**config.mk**
```make
export PLATFORM = sky130hd
export DESIGN_NAME = srrc_standby_reset
export DESIGN_NICKNAME = d
export VERILOG_FILES = /design/src/rtl/srrc_pkg.sv /design/src/rtl/srrc_standby_reset.sv
export SDC_FILE = /design/constraint.sdc
export NUM_CORES = 1
export LEC_CHECK = 0
export CORE_MARGIN = 8
export CORE_UTILIZATION = 40
export DETAILED_ROUTE_END_ITERATION = 10
export DONT_BUFFER_PORTS = 1
export GPL_TIMING_DRIVEN = 0
export HOLD_SLACK_MARGIN = 0.12
export MAX_ROUTING_LAYER = met4
export RECOVER_POWER = 50
export SLEW_MARGIN = 20
export SYNTH_ARGS = -nofsm -noshare
export SYNTH_HDL_FRONTEND = slang
export SYNTH_SLANG_ARGS = --single-unit
```
**constraint.sdc**
```tcl
create_clock -name clock -period 4.4 [get_ports clock]
set_clock_uncertainty 0.1 [all_clocks]
set_input_delay 0 -clock clock [delete_from_list [all_inputs] [get_ports clock]]
set_output_delay 0 -clock clock [all_outputs]
set_load 0.02 [all_outputs]
```
**src/rtl/srrc_pkg.sv**
```systemverilog
// Purpose : Shared constants for the standby release and reset control
// Assumes : Block clock is the main system clock (one cycle = 1/main_osc_freq)
// Notes   : Long settle counts are parameters of the top module instead

package srrc_pkg;

    // ==========================================================
    // Register map
    // ==========================================================
    localparam logic [15:0] SRRC_ADDR_SETTLE  = 16'hFFFA; // Settle select
    localparam logic [15:0] SRRC_ADDR_STATUS  = 16'hFFFB; // Mode status
    localparam logic [7:0]  SRRC_SETTLE_RST   = 8'h04;    // Value after reset
    localparam int          SRRC_SETTLE_W     = 3;        // Select field width

    // Settle select codes
    localparam logic [2:0]  SRRC_SEL_SHORT    = 3'h0;     // 2^12 periods
    localparam logic [2:0]  SRRC_SEL_MID      = 3'h2;     // 2^15 periods
    localparam logic [2:0]  SRRC_SEL_LONG     = 3'h4;     // 2^17 periods

    // ==========================================================
    // Timing (main clock periods)
    // ==========================================================
    localparam int          SRRC_CNT_W        = 18;       // Settle counter
    localparam int unsigned SRRC_SHORT_CYC    = 4096;     // 2^12 periods
    localparam int unsigned SRRC_MID_CYC      = 32768;    // 2^15 periods
    localparam int unsigned SRRC_LONG_CYC     = 131072;   // 2^17 periods

    // ==========================================================
    // Reset vector table
    // ==========================================================
    localparam logic [15:0] SRRC_VEC_LO       = 16'h0000; // Low byte slot
    localparam logic [15:0] SRRC_VEC_HI       = 16'h0001; // High byte slot

    // ==========================================================
    // Controller states, one-hot
    // ==========================================================
    typedef enum logic [5:0] {
        SRRC_RUN     = 6'h01, // CPU executing
        SRRC_HALT    = 6'h02, // CPU clock gated, oscillator on
        SRRC_STOP    = 6'h04, // Oscillator off
        SRRC_SETTLE  = 6'h08, // Wait after stop release by interrupt
        SRRC_RESET   = 6'h10, // Reset input active
        SRRC_RSETTLE = 6'h20  // Wait after reset release
    } srrc_state_e;

endpackage

```
**src/rtl/srrc_standby_reset.sv**
```systemverilog
// Purpose : Standby (halt/stop) release and reset sequencing controller
// Assumes : All inputs synchronous except the reset pin, which is synced
// Notes   : Settle counts above 4096 cycles are overridable parameters
//
// Chosen here: strobed register access and the placing of the registers.

`timescale 1ns/1ps
`default_nettype none

module srrc_standby_reset #(
    parameter int unsigned MID_CYCLES  = srrc_pkg::SRRC_MID_CYC,
    parameter int unsigned LONG_CYCLES = srrc_pkg::SRRC_LONG_CYC
) (
    input  wire logic        clock,             // Main system clock
    input  wire logic        srst,              // Power-on reset, sync
    input  wire logic        reset_pin_n,       // External reset pin
    input  wire logic        wdt_overflow,      // Watchdog overflow pulse
    input  wire logic        halt_exec,         // Halt instruction pulse
    input  wire logic        stop_exec,         // Stop instruction pulse
    input  wire logic        irq_unmasked,      // Request with mask 0
    input  wire logic        nmi_req,           // Non-maskable request
    input  wire logic        interrupt_accept_enable, // Acceptance flag
    input  wire logic        osc_started,       // Oscillation running
    input  wire logic        sub_clk_running,   // Subsystem clock runs
    input  wire logic        sub_clk_selected,  // Subsystem clock is CPU clk
    input  wire logic [15:0] reg_addr,          // Register address
    input  wire logic [7:0]  reg_wdata,         // Register write data
    input  wire logic        reg_wr,            // Write strobe
    input  wire logic        reg_rd,            // Read strobe
    output logic      [7:0]  reg_rdata,         // Read data, next cycle
    output logic             cpu_run,           // CPU clock enable
    output logic             osc_enable,        // Main oscillator enable
    output logic             crystal_out_pin_pullup, // Pull-up on crystal out
    output logic             pins_hiz,          // All pins high impedance
    output logic             sys_reset,         // Hardware reset to chip
    output logic             load_reset_vector, // Pulse: fetch vector
    output logic      [15:0] reset_vector_addr, // Vector table address
    output logic             resume_next,       // Pulse: next instruction
    output logic             service_irq,       // Pulse: vectored service
    output logic             port_latch_hold,   // Port latches frozen
    output logic             main_periph_enable,// Timers, WDT, serial
    output logic             watch_lcd_enable,  // Watch timer and LCD
    output logic             pulse_clk_enable,  // Pulse clock output
    output logic             ext_irq_detect     // External irq detection
);

    // ==========================================================
    // Declarations
    // ==========================================================
    logic                 pin_meta_q;     // Sync stage 1
    logic                 pin_sync_q;     // Sync stage 2
    logic                 reset_req;      // Any reset source active
    srrc_pkg::srrc_state_e state_q;       // Controller state
    srrc_pkg::srrc_state_e state_d;       // Next state
    logic                 stop_hold_q;    // Reset arrived during stop
    logic                 stop_hold_d;
    logic [2:0]           settle_sel_q;   // Settle select register
    logic [srrc_pkg::SRRC_CNT_W-1:0] cnt_q;     // Settle counter
    logic [srrc_pkg::SRRC_CNT_W-1:0] target_q;  // Last count value
    logic [srrc_pkg::SRRC_CNT_W-1:0] target_d;
    logic [srrc_pkg::SRRC_CNT_W-1:0] sel_target; // From select code
    logic                 cnt_done;       // Settle wait over
    logic                 accept_q;       // Acceptance latched at release
    logic                 accept_d;
    logic                 vec_d;          // Pulse next values
    logic                 next_d;
    logic                 svc_d;

    // Local names for the package state codes
    localparam srrc_pkg::srrc_state_e
        SRRC_RUN     = srrc_pkg::SRRC_RUN,
        SRRC_HALT    = srrc_pkg::SRRC_HALT,
        SRRC_STOP    = srrc_pkg::SRRC_STOP,
        SRRC_SETTLE  = srrc_pkg::SRRC_SETTLE,
        SRRC_RESET   = srrc_pkg::SRRC_RESET,
        SRRC_RSETTLE = srrc_pkg::SRRC_RSETTLE;

    // ==========================================================
    // Reset pin synchroniser and reset sources
    // ==========================================================
    // pin synchroniser
    always_ff @(posedge clock) begin
        if (srst) begin
            pin_meta_q <= 1'b1;
            pin_sync_q <= 1'b1;
        end else begin
            pin_meta_q <= reset_pin_n;
            pin_sync_q <= pin_meta_q;
        end
    end

    // two reset sources
    // One-cycle watchdog pulse clears itself
    assign reset_req = ~pin_sync_q | wdt_overflow;

    // ==========================================================
    // Settle select register
    // ==========================================================
    // select map, illegal codes take the longest wait
    always_comb begin
        case (settle_sel_q)
            srrc_pkg::SRRC_SEL_SHORT:
                sel_target = srrc_pkg::SRRC_CNT_W'(srrc_pkg::SRRC_SHORT_CYC-1);
            srrc_pkg::SRRC_SEL_MID:
                sel_target = srrc_pkg::SRRC_CNT_W'(MID_CYCLES - 1);
            default:
                sel_target = srrc_pkg::SRRC_CNT_W'(LONG_CYCLES - 1);
        endcase
    end

    always_ff @(posedge clock) begin
        if (srst || sys_reset) begin
            // Hardware reset restores the default code
            settle_sel_q <= srrc_pkg::SRRC_SETTLE_RST[2:0];
        end else if (reg_wr && reg_addr == srrc_pkg::SRRC_ADDR_SETTLE) begin
            // Prohibited codes are ignored
            if (reg_wdata[2:0] == srrc_pkg::SRRC_SEL_SHORT ||
                reg_wdata[2:0] == srrc_pkg::SRRC_SEL_MID ||
                reg_wdata[2:0] == srrc_pkg::SRRC_SEL_LONG) begin
                settle_sel_q <= reg_wdata[2:0];
            end
        end
    end

    // Read data one cycle after the strobe
    always_ff @(posedge clock) begin
        if (srst) begin
            reg_rdata <= 8'h00;
        end else if (reg_rd && reg_addr == srrc_pkg::SRRC_ADDR_SETTLE) begin
            reg_rdata <= {5'h00, settle_sel_q};
        end else if (reg_rd && reg_addr == srrc_pkg::SRRC_ADDR_STATUS) begin
            reg_rdata <= {2'h0, state_q};
        end else begin
            // Unmapped or idle reads as zero
            reg_rdata <= 8'h00;
        end
    end

    // ==========================================================
    // Settle counter
    // ==========================================================
    assign cnt_done = (cnt_q == target_q);

    // count only once oscillation has started
    always_ff @(posedge clock) begin
        if (srst) begin
            cnt_q <= '0;
        end else if (state_d != state_q) begin
            // Fresh wait on every state change
            cnt_q <= '0;
        end else if ((state_q == SRRC_SETTLE || state_q == SRRC_RSETTLE)
                     && osc_started && !cnt_done) begin
            cnt_q <= cnt_q + 1'b1;
        end
    end

    // Target and release flavour held through the wait
    always_ff @(posedge clock) begin
        if (srst) begin
            target_q <= srrc_pkg::SRRC_CNT_W'(MID_CYCLES - 1);
            accept_q <= 1'b0;
            stop_hold_q <= 1'b0;
        end else begin
            target_q <= target_d;
            accept_q <= accept_d;
            stop_hold_q <= stop_hold_d;
        end
    end

    // ==========================================================
    // Next state and event pulses
    // ==========================================================
    always_comb begin
        state_d     = state_q;
        target_d    = target_q;
        accept_d    = accept_q;
        stop_hold_d = stop_hold_q;
        vec_d       = 1'b0;
        next_d      = 1'b0;
        svc_d       = 1'b0;
        case (state_q)
            SRRC_RUN: begin
                if (reset_req) begin
                    state_d = SRRC_RESET;
                end else if (stop_exec && irq_unmasked) begin
                    // pending request: oscillator kept, wait anyway
                    state_d  = SRRC_SETTLE;
                    target_d = sel_target;
                    accept_d = interrupt_accept_enable;
                end else if (stop_exec) begin
                    state_d = SRRC_STOP;
                end else if (halt_exec) begin
                    state_d = SRRC_HALT;
                end
            end
            SRRC_HALT: begin
                // halt release priority: reset, NMI, unmasked
                if (reset_req) begin
                    // reset goes through the normal reset path
                    state_d = SRRC_RESET;
                end else if (nmi_req) begin
                    state_d = SRRC_RUN;
                    svc_d   = 1'b1;
                end else if (irq_unmasked) begin
                    state_d = SRRC_RUN;
                    svc_d   = interrupt_accept_enable;
                    next_d  = ~interrupt_accept_enable;
                end
            end
            SRRC_STOP: begin
                // stop release: reset, else unmasked request
                if (reset_req) begin
                    // contents held while reset input lasts
                    state_d     = SRRC_RESET;
                    stop_hold_d = 1'b1;
                end else if (irq_unmasked) begin
                    state_d  = SRRC_SETTLE;
                    target_d = sel_target;
                    accept_d = interrupt_accept_enable;
                end
            end
            SRRC_SETTLE: begin
                if (reset_req) begin
                    state_d = SRRC_RESET;
                end else if (cnt_done) begin
                    // service only after the settle wait
                    state_d = SRRC_RUN;
                    svc_d   = accept_q;
                    next_d  = ~accept_q;
                end
            end
            SRRC_RESET: begin
                if (!reset_req) begin
                    state_d  = SRRC_RSETTLE;
                    target_d = srrc_pkg::SRRC_CNT_W'(MID_CYCLES - 1);
                end
            end
            SRRC_RSETTLE: begin
                if (reset_req) begin
                    state_d = SRRC_RESET;
                end else if (cnt_done) begin
                    // run from the vector after the wait
                    state_d     = SRRC_RUN;
                    stop_hold_d = 1'b0;
                    vec_d       = 1'b1;
                end
            end
            default: begin
                state_d = SRRC_RESET;
            end
        endcase
    end

    // State register, power-on enters the reset state
    always_ff @(posedge clock) begin
        if (srst) begin
            state_q <= SRRC_RESET;
        end else begin
            state_q <= state_d;
        end
    end

    // ==========================================================
    // Registered outputs
    // ==========================================================
    // Release pulses and vector
    always_ff @(posedge clock) begin
        if (srst) begin
            load_reset_vector <= 1'b0;
            resume_next       <= 1'b0;
            service_irq       <= 1'b0;
            reset_vector_addr <= srrc_pkg::SRRC_VEC_LO;
        end else begin
            // vector table at 0000H/0001H for both sources
            load_reset_vector <= vec_d;
            resume_next       <= next_d;
            service_irq       <= svc_d;
            reset_vector_addr <= srrc_pkg::SRRC_VEC_LO;
        end
    end

    // Clocking, pin and reset controls
    always_ff @(posedge clock) begin
        if (srst) begin
            cpu_run                <= 1'b0;
            osc_enable             <= 1'b1;
            crystal_out_pin_pullup <= 1'b0;
            pins_hiz               <= 1'b1;
            sys_reset              <= 1'b1;
        end else begin
            // CPU only runs in run state
            cpu_run <= (state_d == SRRC_RUN);
            // oscillator off in stop and in reset held from stop
            osc_enable <= !(state_d == SRRC_STOP ||
                            (state_d == SRRC_RESET && stop_hold_d));
            // pull-up while the oscillator is stopped
            crystal_out_pin_pullup <= !(state_d != SRRC_STOP &&
                !(state_d == SRRC_RESET && stop_hold_d));
            // pins float during reset and its wait
            pins_hiz <= (state_d == SRRC_RESET || state_d == SRRC_RSETTLE);
            // hardware reset, but stop contents kept on input
            sys_reset <= (state_d == SRRC_RSETTLE) ||
                         (state_d == SRRC_RESET && !stop_hold_d);
        end
    end

    // Peripheral enables during standby
    always_ff @(posedge clock) begin
        if (srst) begin
            port_latch_hold    <= 1'b0;
            main_periph_enable <= 1'b0;
            watch_lcd_enable   <= 1'b0;
            pulse_clk_enable   <= 1'b0;
            ext_irq_detect     <= 1'b0;
        end else begin
            port_latch_hold <= (state_d == SRRC_HALT ||
                                state_d == SRRC_STOP);
            // timers, watchdog, serial halted in stop
            main_periph_enable <= (state_d == SRRC_RUN ||
                                   state_d == SRRC_HALT);
            // subclock keeps watch, LCD and pulse out alive
            watch_lcd_enable <= (state_d == SRRC_RUN ||
                                 state_d == SRRC_HALT) ||
                ((state_d == SRRC_STOP) && sub_clk_running &&
                 sub_clk_selected);
            pulse_clk_enable <= (state_d == SRRC_RUN ||
                                 state_d == SRRC_HALT) ||
                ((state_d == SRRC_STOP) && sub_clk_running &&
                 sub_clk_selected);
            ext_irq_detect <= !(state_d == SRRC_RESET ||
                                state_d == SRRC_RSETTLE);
        end
    end

endmodule

`default_nettype wire

```
==> run summary <==
Status -> finished, final reports clean
Worst endpoint data arrival time -> 3.63 ns
Comb pwr share -> 0.109
CP max stage delay -> 0.62 ns
Largest net degree at the start of global routing -> 16
Worst-path maximum fanout -> 3
Remaining global-route overflow -> 0
Filler cells -> 615
Die H -> 97.59 um
Top Ports -> 75
DR vias -> 2219
Yosys warning count -> 0
Synth area leader -> dfxtp_1
Compound-Gate Fraction of Synth Area -> 0.1128
Initial Util -> 0.4169
Number of synthesized flops with an enable pin -> 0
GRT met1 Usage -> 0.1705
CP delay by family, top -> buffers and inverters
Top cells by count, synth -> dfxtp_1, nor2_1, buf_4
Sw Share -> 0.2364
Vias per cell -> 5.246
Setup violations, final -> 0
Vias in the first global route -> 2225
Crit. End Element -> flop
Antenna Cells -> 0
First-pass GRT wire length -> 10.68 mm
Worst slew margin -> 0.4362
GP Congestion -> 0.8292
Max_cap viols -> 0
Met3 usage -> 0.03983
Cell count after synthesis -> 293
Nets -> 384
NetSw -> 0.2134 mW
XOR/XNOR share of the synthesized area -> 0.06250
Clock root cell -> clkbuf_8
Cell area after synthesis -> 0.002663 sq mm
Post-synth ARST share -> 0
Setup crit start kind -> primary input
Combinational family with the most area after synthesis -> simple AND/OR/NAND/NOR gates
Footprint of the multi-input gates -> 0.001453 sq mm
Area grow syn2layout -> 20.63%
GR peak layer -> met2
Worst setup margin -> 0.8606 ns
DIE AREA -> 0.009523 sq mm
Synth area leaders -> dfxtp_1, buf_4, xor2_1
Maximum VDD drop -> 0.0002061 V
Clock Path Buffers -> 2
Netlist cell types -> 56
Total CTS buffers -> 5
Util after Layout -> 0.5029
Initial drt markers -> 94
Worst path slowest cell -> dlygate4sd3_1
Min Tclk post-route -> 3.539 ns
Period utilization -> 0.8044
Seq/Total Area, Yosys -> 0.3835
Die outline width -> 97.59 um
Part of the power in registers -> 0.518
Critical Path Most Common Cell -> dlygate4sd3_1
WP data required -> 4.49 ns
Share of cells above drive strength 1 -> 0.1561
TritonCTS clock tree -> built
Crit Path Class -> in -> reg
DR WL/cell -> 14.71 um
Tot Pwr -> 0.9025 mW
Worst-path cell chain -> dlygate4sd3_1 > nand3_1 > dlygate4sd3_1 > nor4_1 > dlygate4sd3_1 > and3_1 > mux2i_1 > dlygate4sd3_1 > nand2_1 > dlygate4sd3_1
Buf/Inv on CP -> 5
Pre-CTS setup slack -> 2.024 ns
Clk network pwr share -> 0.374
FF/Latch Area -> 0.001021 sq mm
# rows -> 29
Final Hold Fails -> 0
Yosys reg bits -> 51
Mean post-synth cell area -> 9.087 sq um
P_leak -> 1.255 nW
Clock sink total -> 51
GRT Total Usage -> 0.1343
Global Route met2 Usage -> 0.1997
Mux contribution to synthesized area -> 0.02256
Post-synth top area share -> 0.3835
Max frequency -> 0.2825 GHz
Worst Hold Class -> in -> reg
Cell Int Power -> 0.6892 mW
Final Max Tran Viols -> 0
DRT antenna net count -> 0
Predominant post-synthesis flop cell -> dfxtp_1
WHS -> 0.1505 ns
Remaining routing DRC violations -> 0
Synth Area in Adders -> 0.004699
Clk Latency, worst-skew pair -> 0.30 ns
CTS HTree Levels -> 2
RSZ-0062 raised after global routing -> no
IO Port Bufs -> 0
HPWL Detailed -> 4.580 mm
Setup TNS -> 0 ns
Tightest Pin Transition -> 0.8379 ns
Top-count cell post-synth -> dfxtp_1
Area of the core -> 0.006386 sq mm
Antenna violations before repair -> 0
Post-Synth Simple-Gate Area -> 0.3195
Drt total wl -> 6.221 mm
TritonRoute pass-1 iters -> 4
CTS clk-pin slew, worst paths -> 0.10 ns
Power Dens Cells -> 281.0 mW/mm^2
==> sequential cells by signal (all words and copies together), names as in the netlist <==
register and count:
pulse_clk_enable 1, pins_hiz 1, target_q 2, osc_enable 1, resume_next 1, pin_meta_q 1, load_reset_vector 1, reg_rdata 6
sys_reset 1, crystal_out_pin_pullup 1, cpu_run 1, service_irq 1, main_periph_enable 1, port_latch_hold 1, accept_q 1, stop_hold_q 1
cnt_q 18, settle_sel_q 3, ext_irq_detect 1, pin_sync_q 1, state_q 6
==> cells by family after synthesis <==
group           count (synthesis)
compound gates                 41
buf+inv                        37
xor+xnor                       19
other cells                     1
fa+ha+maj                       1
flops                          51
mux                             6
simple gates                  137
==> layout by cell type (no fill, tap or decap), types with 5 or more instances in the layout <==
master,netlist,layout
xor2_1,17,17
and2_1,5,5
nand2_1,17,17
dlygate4sd3_1,0,28
and3_1,7,7
mux2i_1,6,6
a21oi_1,13,13
nand3_1,10,10
clkbuf_8,0,6
nor2_4,9,9
nor2_1,26,26
conb_1,1,18
clkbuf_1,7,8
nor3_1,11,12
dfxtp_1,51,51
nand4_1,9,9
buf_4,22,21
nor4_1,8,8
==> timing repair <==
action                    4_1_cts  5_1_grt
resized for setup               0        0
hold endpoints to repair       37        0
setup buffers                   0        0
hold buffers                   28        0
==> path summary, 6_finish.rpt <==
kind / startpoint / endpoint / slack, ns / cells past startpoint
max: reg_addr[12] / settle_sel_q[2] / 0.86 / 10
min: wdt_overflow / osc_enable / 0.15 / 3
min reg2reg: pin_meta_q / pin_sync_q / 0.32 / 1
max reg2reg: state_q[3] / pulse_clk_enable / 1.59 / 5
==> layer usage <==
metal	vias to the layer above	share of wire
li1	1113	-
met3	7	0.066
met1	1036	0.47
met2	63	0.45
met4	0	0.014
met5	-	0
==> power groups by stage <==
stage          Clock, mW  Sequential [mW]  Combinational, mW
6_report           0.337            0.467             0.0981
2_1_floorplan          0            0.478             0.0726
4_1_cts            0.348            0.467             0.0969
3_5_place_dp           0            0.478             0.0825
5_1_grt            0.371            0.468              0.107
3_3_place_gp           0            0.478             0.0826
==> per-stage QoR <==
step	cells	area [sq um]
6_report	423	3212
5_1_grt	423	3212
4_1_cts	423	3221
3_5_place_dp	387	2823
3_3_place_gp	387	2823
2_1_floorplan	310	2726
==> worst reg2reg max path: stages, from the launching register on <==
cell	delay, ns
dfxtp_1	0.38
nor3_1	0.52
a22oi_1	0.28
nor4_1	0.69
a31o_2	0.25
dlygate4sd3_1	0.55
==> area by class of cell <==
type,instances,share of cell area
Sequential cell,51,0.3179
Buffer,33,0.07129
Timing Repair Buffer,28,0.08726
Tap cell,77,0.03000
Multi-Input combinational cell,222,0.4523
Clock buffer,6,0.02571
Inverter,4,0.004675
Clock inverter,2,0.01091
(Power assumes the default switching activity.)
